[config.mk]
export PLATFORM = sky130hd
export DESIGN_NAME = mtr_server
export DESIGN_NICKNAME = d
export VERILOG_FILES = /design/src/core/mtr_pkg.sv /design/src/core/mtr_idle_timer.sv /design/src/core/mtr_server.sv
export SDC_FILE = /design/constraint.sdc
export NUM_CORES = 1
export LEC_CHECK = 0
export BUFFER_PORTS_ARGS = -buffer_cell sky130_fd_sc_hd__buf_2
export CAP_MARGIN = 20
export CORE_MARGIN = 5
export CORE_UTILIZATION = 50
export DETAILED_ROUTE_END_ITERATION = 8
export MAX_ROUTING_LAYER = met4
export PLACE_DENSITY = 0.68
export SYNTH_ARGS = -nofsm -noshare
export SYNTH_HDL_FRONTEND = slang
export SYNTH_SLANG_ARGS = --single-unit
[constraint.sdc]
create_clock -name clk_sys_in -period 12.09 [get_ports clk_sys_in]
set_clock_uncertainty 0.1 [all_clocks]
set_input_delay 1.209 -clock clk_sys_in [delete_from_list [all_inputs] [get_ports clk_sys_in]]
set_output_delay 1.209 -clock clk_sys_in [all_outputs]
set_load 0.05 [all_outputs]
[src/core/mtr_pkg.sv]
// Purpose: shared constants of the register-access frame server
// Assumes: frames arrive as TCP payload bytes, one frame per request
// Notes:   start numbers are reference numbers less the reference base
package mtr_pkg;
   // tcp ports served
   localparam logic [15:0] PORT_REGS     = 16'h01F6;
   localparam logic [15:0] PORT_ACQ      = 16'h8724;
   // header layout, byte positions from frame start
   localparam logic [11:0] POS_TID_HI    = 12'h000;
   localparam logic [11:0] POS_TID_LO    = 12'h001;
   localparam logic [11:0] POS_PID_HI    = 12'h002;
   localparam logic [11:0] POS_PID_LO    = 12'h003;
   localparam logic [11:0] POS_LEN_HI    = 12'h004;
   localparam logic [11:0] POS_LEN_LO    = 12'h005;
   localparam logic [11:0] POS_UNIT      = 12'h006;
   localparam logic [11:0] POS_FUNC      = 12'h007;
   localparam logic [11:0] POS_A_HI      = 12'h008;
   localparam logic [11:0] POS_A_LO      = 12'h009;
   localparam logic [11:0] POS_B_HI      = 12'h00A;
   localparam logic [11:0] POS_B_LO      = 12'h00B;
   localparam logic [11:0] POS_DATA      = 12'h009;
   localparam logic [11:0] MIN_FRAME     = 12'h008;
   localparam logic [15:0] LEN_BEFORE_UNIT = 16'h0006;
   localparam logic [11:0] LAST_FROM_LEN = 12'h005;
   // field values
   localparam logic [15:0] PROTO_ID      = 16'h0000;
   localparam logic [7:0]  UNIT_ID       = 8'h01;
   localparam logic [7:0]  FC_READ       = 8'h03;
   localparam logic [7:0]  FC_WRITE1     = 8'h06;
   localparam logic [7:0]  EXC_FLAG      = 8'h80;
   localparam logic [7:0]  ERR_NONE      = 8'h00;
   localparam logic [7:0]  ERR_FUNC      = 8'h01;
   localparam logic [7:0]  ERR_ADDR      = 8'h02;
   localparam logic [7:0]  ERR_COUNT     = 8'h03;
   localparam logic [15:0] REQ_LEN       = 16'h0006;
   localparam logic [15:0] ERR_RSP_LEN   = 16'h0003;
   localparam logic [15:0] WR_RSP_LEN    = 16'h0006;
   localparam logic [15:0] RD_RSP_EXTRA  = 16'h0003;
   localparam logic [15:0] MAX_READ      = 16'h0064;
   // register map
   localparam logic [15:0] REF_BASE      = 16'h9C41;
   localparam logic [15:0] INTERVAL_REF  = 16'hA3AD;
   localparam logic [15:0] INTERVAL_ADDR = INTERVAL_REF - REF_BASE;
   localparam logic [15:0] LAST_ADDR     = 16'h076C;
   localparam logic [1:0]  INTERVAL_RST  = 2'h0;
   localparam logic [15:0] INTERVAL_MAX  = 16'h0003;
   // idle connection timeout
   localparam int unsigned CLK_HZ        = 10_000_000;
   localparam int unsigned IDLE_TIME_S   = 60;
   localparam int unsigned IDLE_CYCLES   = IDLE_TIME_S * CLK_HZ;
   typedef enum logic [2:0]
   {
      ST_LISTEN = 3'b001,
      ST_JUDGE  = 3'b010,
      ST_ANSWER = 3'b100
   } mtr_state_e;
endpackage

[src/core/mtr_idle_timer.sv]
// Purpose: drops an idle connection after a fixed quiet time
// Assumes: restart_in pulses once per received request
// Notes:   fires once per quiet spell, then waits for a restart
`timescale 1ns/1ps
`default_nettype none
module mtr_idle_timer
#(
   parameter int unsigned CYCLES = 600_000_000
)
(
   input  wire logic clk_sys_in,
   input  wire logic reset_n_in,
   input  wire logic clk_en_in,
   input  wire logic active_in,
   input  wire logic restart_in,
   output logic      expire_out
);
   logic [31:0] count_reg;
   logic        fired_reg;
   logic        expire_reg;
   wire         at_end = (count_reg == 32'(CYCLES - 1));
   wire         clear  = restart_in || !active_in;

   always_ff @(posedge clk_sys_in or negedge reset_n_in)
   begin
      if (!reset_n_in)
      begin
         count_reg  <= 32'h0000_0000;
         fired_reg  <= 1'b0;
         expire_reg <= 1'b0;
      end
      else if (clk_en_in)
      begin
         count_reg  <= clear ? 32'h0000_0000 :
                       at_end ? count_reg : 32'(count_reg + 32'h1);
         fired_reg  <= clear ? 1'b0 : (fired_reg || at_end);
         expire_reg <= !clear && at_end && !fired_reg;
      end
   end
   assign expire_out = expire_reg;
endmodule
`default_nettype wire

[src/core/mtr_server.sv]
// Purpose: register-access frame server behind a tcp payload stream
// Assumes: tcp/ip stack outside; rx bytes carry the local port
// Notes:   one request at a time; reads of unmapped words go to
//          the external register port, the interval word is local
// Notes on behaviour
// - Read and write register requests are served on port 502.
// - Acquisition control frames on port 34596 go to a separate port.
// - Connection is dropped after 60 s without any request.
// - Frame starts with seven header bytes: tid, protocol, length, unit.
// - Response carries the request's transaction id unchanged.
// - Protocol id is zero both ways.
// - Length counts bytes from unit id to frame end.
// - Unit id 1 is required and returned.
// - First data byte is the function code, then its arguments.
// - Start number is reference number minus 40001.
// - Read answer: length 2n+3, code 03, byte count 2n, words.
// - Interval setting: 0 1 ms, 1 10 ms, 2 50 ms, 3 100 ms.
// - Device sits on a 100BASE-TX link carrying tcp/ip.
// - Bad data part: no action, reply code+80h and error 01/02/03.
// - Bad header or no connection: no action, no reply.
// - Read count above 100 is a count error.
`timescale 1ns/1ps
`default_nettype none
module mtr_server
   import mtr_pkg::*;
#(
   parameter int unsigned IDLE_LIMIT = IDLE_CYCLES,
   parameter logic [15:0] MAX_ADDR   = LAST_ADDR
)
(
   input  wire logic        clk_sys_in,
   input  wire logic        reset_n_in,
   input  wire logic        clk_en_in,
   input  wire logic        conn_up_in,
   input  wire logic [15:0] rx_port_in,
   input  wire logic        rx_valid_in,
   input  wire logic [7:0]  rx_data_in,
   input  wire logic        rx_last_in,
   output logic             rx_ready_out,
   output logic             tx_valid_out,
   output logic [7:0]       tx_data_out,
   output logic             tx_last_out,
   input  wire logic        tx_ready_in,
   output logic             conn_close_out,
   output logic             acq_req_out,
   output logic [7:0]       acq_func_out,
   output logic [15:0]      reg_rd_addr_out,
   input  wire logic [15:0] reg_rd_data_in,
   output logic             reg_wr_en_out,
   output logic [15:0]      reg_wr_addr_out,
   output logic [15:0]      reg_wr_data_out,
   output logic [1:0]       interval_sel_out
);
   mtr_state_e  state_reg;
   mtr_state_e  state_next;
   logic [11:0] cnt_reg;
   logic [15:0] port_reg;
   logic [15:0] tid_reg;
   logic [15:0] pid_reg;
   logic [15:0] len_reg;
   logic [7:0]  uid_reg;
   logic [7:0]  fc_reg;
   logic [15:0] arg_a_reg;
   logic [15:0] arg_b_reg;
   logic [7:0]  err_reg;
   logic [15:0] rsp_len_reg;
   logic [11:0] last_idx_reg;
   logic [11:0] tx_idx_reg;
   logic [7:0]  tx_data_reg;
   logic [1:0]  interval_reg;
   logic        acq_req_reg;
   logic [7:0]  acq_func_reg;
   logic        wr_en_reg;
   logic [15:0] wr_addr_reg;
   logic [15:0] wr_data_reg;

   wire st_listen = (state_reg == ST_LISTEN);
   wire st_judge  = (state_reg == ST_JUDGE);
   wire st_answer = (state_reg == ST_ANSWER);
   // the payload stream is what the 100BASE-TX tcp stack hands over
   wire rx_fire   = clk_en_in && rx_valid_in && st_listen;
   wire tx_fire   = clk_en_in && tx_ready_in && st_answer;
   wire tx_end    = tx_fire && (tx_idx_reg == last_idx_reg);

   // header judgement, taken one cycle after the last byte
   wire len_ok    = ({4'h0, cnt_reg} ==
                     16'(len_reg + LEN_BEFORE_UNIT));
   wire hdr_ok    = conn_up_in && (cnt_reg >= MIN_FRAME) && len_ok &&
                    (pid_reg == PROTO_ID) && (uid_reg == UNIT_ID);
   wire on_regs   = (port_reg == PORT_REGS);
   wire on_acq    = (port_reg == PORT_ACQ);
   wire is_rd     = (fc_reg == FC_READ);
   wire is_wr     = (fc_reg == FC_WRITE1);
   wire [16:0] end_addr = 17'({1'b0, arg_a_reg} + {1'b0, arg_b_reg}
                              - 17'h00001);
   wire cnt_bad   = (len_reg != REQ_LEN) || (is_rd && ((arg_b_reg ==
                    16'h0000) || (arg_b_reg > MAX_READ)));
   wire addr_bad  = is_rd ? (end_addr > {1'b0, MAX_ADDR}) :
                    (arg_a_reg > MAX_ADDR);
   wire [7:0] err_code = !(is_rd || is_wr) ? ERR_FUNC :
                         cnt_bad ? ERR_COUNT :
                         addr_bad ? ERR_ADDR : ERR_NONE;
   wire [15:0] rd_len  = 16'({arg_b_reg[14:0], 1'b0} + RD_RSP_EXTRA);
   wire [15:0] rsp_len = (err_code != ERR_NONE) ? ERR_RSP_LEN :
                         is_rd ? rd_len : WR_RSP_LEN;
   wire serve     = st_judge && clk_en_in && hdr_ok && on_regs;
   wire do_write  = serve && is_wr && (err_code == ERR_NONE);
   wire wr_local  = do_write && (arg_a_reg == INTERVAL_ADDR);
   // values beyond the code range are acknowledged but not stored
   wire int_ok    = (arg_b_reg <= INTERVAL_MAX);

   // response byte builder; register words leave high byte first
   wire [11:0] tx_idx_next = st_judge ? POS_TID_HI :
                             12'(tx_idx_reg + 12'h001);
   wire [11:0] word_off    = 12'(tx_idx_next - POS_DATA);
   wire [15:0] rd_addr     = 16'(arg_a_reg + {5'h00, word_off[11:1]});
   wire [15:0] rd_word     = (rd_addr == INTERVAL_ADDR) ?
                             {14'h0000, interval_reg} : reg_rd_data_in;
   wire [7:0]  err_next    = st_judge ? err_code : err_reg;
   wire [15:0] len_next    = st_judge ? rsp_len : rsp_len_reg;
   logic [7:0] byte_next;

   always_comb
   begin
      byte_next = 8'h00;
      if (tx_idx_next == POS_TID_HI)
         byte_next = tid_reg[15:8];
      else if (tx_idx_next == POS_TID_LO)
         byte_next = tid_reg[7:0];
      else if (tx_idx_next == POS_PID_HI)
         byte_next = PROTO_ID[15:8];
      else if (tx_idx_next == POS_PID_LO)
         byte_next = PROTO_ID[7:0];
      else if (tx_idx_next == POS_LEN_HI)
         byte_next = len_next[15:8];
      else if (tx_idx_next == POS_LEN_LO)
         byte_next = len_next[7:0];
      else if (tx_idx_next == POS_UNIT)
         byte_next = UNIT_ID;
      else if (tx_idx_next == POS_FUNC)
         byte_next = (err_next != ERR_NONE) ? (fc_reg | EXC_FLAG) :
                     fc_reg;
      else if (err_next != ERR_NONE)
         byte_next = err_next;
      else if (is_rd && tx_idx_next == POS_A_HI)
         byte_next = {arg_b_reg[6:0], 1'b0};
      else if (is_rd)
         byte_next = word_off[0] ? rd_word[7:0] : rd_word[15:8];
      else if (tx_idx_next == POS_A_HI)
         byte_next = arg_a_reg[15:8];
      else if (tx_idx_next == POS_A_LO)
         byte_next = arg_a_reg[7:0];
      else if (tx_idx_next == POS_B_HI)
         byte_next = arg_b_reg[15:8];
      else
         byte_next = arg_b_reg[7:0];
   end

   always_comb
   begin
      state_next = state_reg;
      case (state_reg)
         ST_LISTEN:
            if (rx_fire && rx_last_in)
               state_next = ST_JUDGE;
         ST_JUDGE:
            state_next = serve ? ST_ANSWER : ST_LISTEN;
         ST_ANSWER:
            if (tx_end)
               state_next = ST_LISTEN;
         default:
            state_next = ST_LISTEN;
      endcase
   end

   // frame capture, fields arrive high byte first
   always_ff @(posedge clk_sys_in or negedge reset_n_in)
   begin
      if (!reset_n_in)
      begin
         cnt_reg   <= 12'h000;
         port_reg  <= 16'h0000;
         tid_reg   <= 16'h0000;
         pid_reg   <= 16'h0000;
         len_reg   <= 16'h0000;
         uid_reg   <= 8'h00;
         fc_reg    <= 8'h00;
         arg_a_reg <= 16'h0000;
         arg_b_reg <= 16'h0000;
      end
      else if (rx_fire)
      begin
         // a long frame saturates the count and fails the length check
         cnt_reg <= (cnt_reg == 12'hFFF) ? cnt_reg :
                    12'(cnt_reg + 12'h001);
         if (cnt_reg == POS_TID_HI)
            port_reg <= rx_port_in;
         if (cnt_reg == POS_TID_HI)
            tid_reg[15:8] <= rx_data_in;
         else if (cnt_reg == POS_TID_LO)
            tid_reg[7:0] <= rx_data_in;
         else if (cnt_reg == POS_PID_HI)
            pid_reg[15:8] <= rx_data_in;
         else if (cnt_reg == POS_PID_LO)
            pid_reg[7:0] <= rx_data_in;
         else if (cnt_reg == POS_LEN_HI)
            len_reg[15:8] <= rx_data_in;
         else if (cnt_reg == POS_LEN_LO)
            len_reg[7:0] <= rx_data_in;
         else if (cnt_reg == POS_UNIT)
            uid_reg <= rx_data_in;
         else if (cnt_reg == POS_FUNC)
            fc_reg <= rx_data_in;
         else if (cnt_reg == POS_A_HI)
            arg_a_reg[15:8] <= rx_data_in;
         else if (cnt_reg == POS_A_LO)
            arg_a_reg[7:0] <= rx_data_in;
         else if (cnt_reg == POS_B_HI)
            arg_b_reg[15:8] <= rx_data_in;
         else if (cnt_reg == POS_B_LO)
            arg_b_reg[7:0] <= rx_data_in;
      end
      else if (st_judge && clk_en_in)
         cnt_reg <= 12'h000;
   end

   always_ff @(posedge clk_sys_in or negedge reset_n_in)
   begin
      if (!reset_n_in)
      begin
         state_reg    <= ST_LISTEN;
         err_reg      <= ERR_NONE;
         rsp_len_reg  <= 16'h0000;
         last_idx_reg <= 12'h000;
         tx_idx_reg   <= 12'h000;
         tx_data_reg  <= 8'h00;
      end
      else if (clk_en_in)
      begin
         state_reg <= state_next;
         if (st_judge)
         begin
            err_reg      <= err_code;
            rsp_len_reg  <= rsp_len;
            last_idx_reg <= 12'(rsp_len + {4'h0, LAST_FROM_LEN});
         end
         if (st_judge || (tx_fire && !tx_end))
         begin
            tx_idx_reg  <= tx_idx_next;
            tx_data_reg <= byte_next;
         end
      end
   end

   always_ff @(posedge clk_sys_in or negedge reset_n_in)
   begin
      if (!reset_n_in)
      begin
         interval_reg <= INTERVAL_RST;
         acq_req_reg  <= 1'b0;
         acq_func_reg <= 8'h00;
         wr_en_reg    <= 1'b0;
         wr_addr_reg  <= 16'h0000;
         wr_data_reg  <= 16'h0000;
      end
      else if (clk_en_in)
      begin
         if (wr_local && int_ok)
            interval_reg <= arg_b_reg[1:0];
         acq_req_reg <= st_judge && hdr_ok && on_acq;
         if (st_judge && hdr_ok && on_acq)
            acq_func_reg <= fc_reg;
         wr_en_reg <= do_write && !wr_local;
         if (do_write)
         begin
            wr_addr_reg <= arg_a_reg;
            wr_data_reg <= arg_b_reg;
         end
      end
   end

   mtr_idle_timer #(.CYCLES(IDLE_LIMIT)) idle_timer
   (
      .clk_sys_in (clk_sys_in),
      .reset_n_in (reset_n_in),
      .clk_en_in  (clk_en_in),
      .active_in  (conn_up_in),
      .restart_in (st_judge),
      .expire_out (conn_close_out)
   );

   // handshakes follow the enable so no byte is lost while frozen
   assign rx_ready_out     = st_listen && clk_en_in;
   assign tx_valid_out     = st_answer && clk_en_in;
   assign tx_last_out      = tx_valid_out && (tx_idx_reg == last_idx_reg);
   assign tx_data_out      = tx_data_reg;
   assign reg_rd_addr_out  = rd_addr;
   assign reg_wr_en_out    = wr_en_reg;
   assign reg_wr_addr_out  = wr_addr_reg;
   assign reg_wr_data_out  = wr_data_reg;
   assign acq_req_out      = acq_req_reg;
   assign acq_func_out     = acq_func_reg;
   assign interval_sel_out = interval_reg;

   AST_TID_ECHO:
      assert property (@(posedge clk_sys_in) disable iff (!reset_n_in)
         tx_valid_out && tx_idx_reg == POS_TID_LO
         |-> tx_data_out == tid_reg[7:0])
      else $error("transaction id not echoed");
   AST_PROTO_ZERO:
      assert property (@(posedge clk_sys_in) disable iff (!reset_n_in)
         tx_valid_out && (tx_idx_reg == POS_PID_HI ||
         tx_idx_reg == POS_PID_LO) |-> tx_data_out == 8'h00)
      else $error("protocol id byte not zero");
   AST_UNIT_ONE:
      assert property (@(posedge clk_sys_in) disable iff (!reset_n_in)
         tx_valid_out && tx_idx_reg == POS_UNIT |-> tx_data_out == 8'h01)
      else $error("unit id not one");
   AST_READ_LEN:
      assert property (@(posedge clk_sys_in) disable iff (!reset_n_in)
         tx_valid_out && tx_idx_reg == POS_LEN_LO && err_reg == ERR_NONE
         && is_rd |-> tx_data_out == 8'({arg_b_reg[6:0], 1'b0} + 8'h03))
      else $error("read answer length not 2n+3");
   AST_READ_BYTES:
      assert property (@(posedge clk_sys_in) disable iff (!reset_n_in)
         tx_valid_out && tx_idx_reg == POS_A_HI && err_reg == ERR_NONE
         && is_rd |-> tx_data_out == {arg_b_reg[6:0], 1'b0})
      else $error("read byte count not 2n");
   AST_EXC_CODE:
      assert property (@(posedge clk_sys_in) disable iff (!reset_n_in)
         tx_valid_out && tx_idx_reg == POS_FUNC && err_reg != ERR_NONE
         |-> tx_data_out == (fc_reg | 8'h80) && last_idx_reg == 12'h008)
      else $error("exception answer malformed");
   AST_COUNT_ERR:
      assert property (@(posedge clk_sys_in) disable iff (!reset_n_in)
         serve && is_rd && arg_b_reg > 16'h0064
         |=> err_reg == 8'h03 ##1 (tx_valid_out || !clk_en_in))
      else $error("oversized read not a count error");
   AST_NO_ANSWER:
      assert property (@(posedge clk_sys_in) disable iff (!reset_n_in)
         st_judge && clk_en_in && !hdr_ok |=> !tx_valid_out [*2])
      else $error("answer to bad header");
   AST_INTERVAL_KEEP:
      assert property (@(posedge clk_sys_in) disable iff (!reset_n_in)
         wr_local && !int_ok |=> $stable(interval_reg))
      else $error("out of range interval stored");
   AST_ACQ_PORT:
      assert property (@(posedge clk_sys_in) disable iff (!reset_n_in)
         st_judge && clk_en_in && hdr_ok && on_acq
         |=> acq_req_out && acq_func_out == fc_reg && !tx_valid_out)
      else $error("acquisition frame not handed over");
   AST_IDLE_RESTART:
      assert property (@(posedge clk_sys_in) disable iff (!reset_n_in)
         st_judge && clk_en_in |=> !conn_close_out)
      else $error("close right after a request");
endmodule
`default_nettype wire

==> metrics.txt <==
status finished, final reports clean; CP Launch Point tx_idx_reg[0]; fin. max-slew vios 0; metal3 WL 3070 um; Hold Path Origin rsp_len_reg[2]; WS Path Type reg2out; RePlAce Congestion 0.983; CTS max path bufs 3; clock power share 22.6%; Worst R2R Start tx_idx_reg[0]; final net count 1897; Highest Signal Layer met4; slew of the pin with the lowest slew margin roughly 1200 ps; max FFs per register 32; hold-fix buffers at CTS 0; Worst Hold Class reg2reg; DP HPWL 36400 um; sequential share of power 29.2%; ANT nets after route 0; number of global-route vias before repair 13.0k; Root Buffer Master clkbuf_16; Buffers on Ports 118; Internal 2.38 mW; ys flop type dfrtp_1; max frequency 150 MHz; clk sinks 261; Core ar. approximately 0.032 mm^2; PostCTS Resize Cnt 0; H-tree lvl count 1; setup repair after global routing missed its margin no; DP Worst Slack between 6000 and 7000 ps; asr flop ratio synth 100%; slowest cell delay on critical path 590 ps; final worst slack 5400 ps; crit path cell chain ha_1 -> nand3_1 -> mux2i_1 -> o221ai_1 -> nand2_1 -> or2_2 -> o41ai_1 -> a21oi_1 -> a21oi_1 -> a32oi_1 -> ha_1 -> a21o_1 -> a21o_1 -> a2111oi_0 -> or2_2 -> nor3_1 -> xnor2_1 -> buf_2; Net Sw Frac 45.2%; Post-CTS Setup Repair Bufs 0; largest net degree at the start of global routing 127; CTS tree done; Min Hold Slack 385 ps; flops & latches, synth 261; most frequent cells in the layout dfrtp_1, nand2_1, nor2_1; slowest CP cell a2111oi_0; CTS clock-pin slew for the worst setup and hold paths 60 ps; wire length per cell 22.2 um; Initial Utilization 50.7%; Residual DRC 0; setup TNS 0 ps; share of layout cells above drive strength 1 19.2%; die width 189 um; Final Cycle Share 55.3%; final period demand of the worst path around 6700 ps; die height 189 um; first-pass GRT wire length 76500 um; Static Leak 8.31 nW; final WL 49100 um; Worst Path Arrival 5380 ps; diodes inserted 0; Worst Path Buf+Inv 1; peak supply drop 296 uV; Power Dens Cells 242 mW/mm^2; I/O pin count around 120; Total GRT Usage approximately 28%; most common cell after layout, fill and taps aside dfrtp_1; Slew HR 18.5%; Fin. Hold Viols 0; FP Rows 65; YS warnings 0; vias 13.6k; type of origin of the critical path register; CP endpoint kind output pin; Psw 1.96 mW; PnR Total Power approximately 4.3 mW; crit-path max FO 12; die area 0.0357 mm^2; CP required 10780 ps; met1 WL 22600 um; Netlist cell types 89; Syn Area/Cell 9.34 um^2; Post-synth EDFFs 0; Setup-failing EPs final 0; CTS Buf Count 30; clock latency on the worst-skew pair between 500 and 600 ps; Overflow after GRT 0; Synth Net Count 1821; Comb power frac 48.2%; Worst R2R Setup Slack 6050 ps; synthesized area 0.0160 mm^2; sequential share of the synthesized area approximately 41%; 1st-iter DRT viols 1092; initial antenna violation count 0; Syn Inst Count 1713; met2 wire length 22300 um; DR vias/cell 6.16; Max-cap violations 0; crit-path leading delay family compound AO/OA/AOI/OAI gates; Synth-to-Final Area Change 12.0%; Pre-Repair DR Iteration Count 6
-- kinds of logic (layout without fill, tap and decap cells) --
group	after synthesis	count (layout)	synth area share [%]
xor gates and xnor gates	98	98	5.37
buffers and inverters	182	282	4.59
adders and majority gates	61	61	4.87
DFF	261	261	40.8
AOI/OAI and AO/OA	353	353	14.6
muxes	143	143	9.98
and+or+nand+nor	615	615	19.8
-- per-stage QoR --
step	util (%)	instance area (um^2)	cells
after global routing	56.8	17900	2215
final	56.8	17900	2215
after detailed placement	53.4	16800	2159
after CTS	56.8	17900	2215
after floorplan	-	16000	1713
after global placement	53.4	16800	2159
-- routing by layer --
metal | track usage (%) | up-vias
li1 | - | 6303
met1 | 40.3 | 6749
met2 | 42.1 | 500
met3 | 3.30 | 82
met4 | 6.22 | 0
met5 | - | -
-- layout make-up --
type | instances | area (um^2)
Sequential cell | 261 | 6530
Clock buffer | 38 | 841
Fill cell | 2908 | 13600
Multi-Input combinational cell | 1270 | 8740
Inverter | 95 | 357
Clock inverter | 18 | 235
Timing Repair Buffer | 131 | 698
Tap cell | 402 | 503
-- power by group through the flow --
stage | Clock, mW | Combinational (mW) | Sequential [mW]
after floorplan | 0 | 1.55 | 1.20
after global placement | 0 | 2.05 | 1.27
after detailed placement | 0 | 2.06 | 1.28
after CTS | 0.995 | 2.07 | 1.26
after global routing | 1.04 | 2.27 | 1.29
final | 0.980 | 2.09 | 1.27
-- path summary, 6_finish.rpt --
| check | to | cells after the start |
|---|---|---|
| setup / recovery | reg_rd_addr_out[14] | 18 |
| hold / removal | rsp_len_reg[2] | 2 |
| setup reg to reg | tx_data_out[4] | 21 |
| hold reg to reg | rsp_len_reg[2] | 2 |
| max in group asynchronous | arg_a_reg[6] | 2 |
| min in group asynchronous | reg_wr_addr_out[11] | 1 |
-- synth_stat cells (all sizes together) (15+ instances only) --
| cell type | count | area, um^2 |
|---|---|---|
| nor2b | 19 | 119 |
| nand2 | 154 | 578 |
| inv | 93 | 349 |
| a21oi | 59 | 295 |
| nor2 | 141 | 532 |
| ha | 59 | 738 |
| nand4 | 21 | 146 |
| dfrtp | 260 | 6510 |
| xnor2 | 42 | 368 |
| mux2 | 132 | 1490 |
| o31ai | 20 | 150 |
| o21ai | 104 | 521 |
| a211oi | 15 | 113 |
| nor3 | 39 | 200 |
| nand3 | 57 | 290 |
| nor4 | 22 | 150 |
| or3 | 16 | 100 |
| buf | 19 | 123 |
| clkbuf | 68 | 255 |
| and3 | 25 | 156 |
| xor2 | 56 | 490 |
| and2 | 32 | 200 |
| o211ai | 18 | 145 |
| a31oi | 19 | 119 |
-- worst register-to-register path: cells and delay by family (launching register included) --
kind	cells	cell delay, ps
AOI/OAI and AO/OA	9	1810
xor gates and xnor gates	1	160
adders and majority gates	2	760
DFF	1	580
muxes	1	210
and+or+nand+nor	8	2320
(Power assumes the default switching activity.)
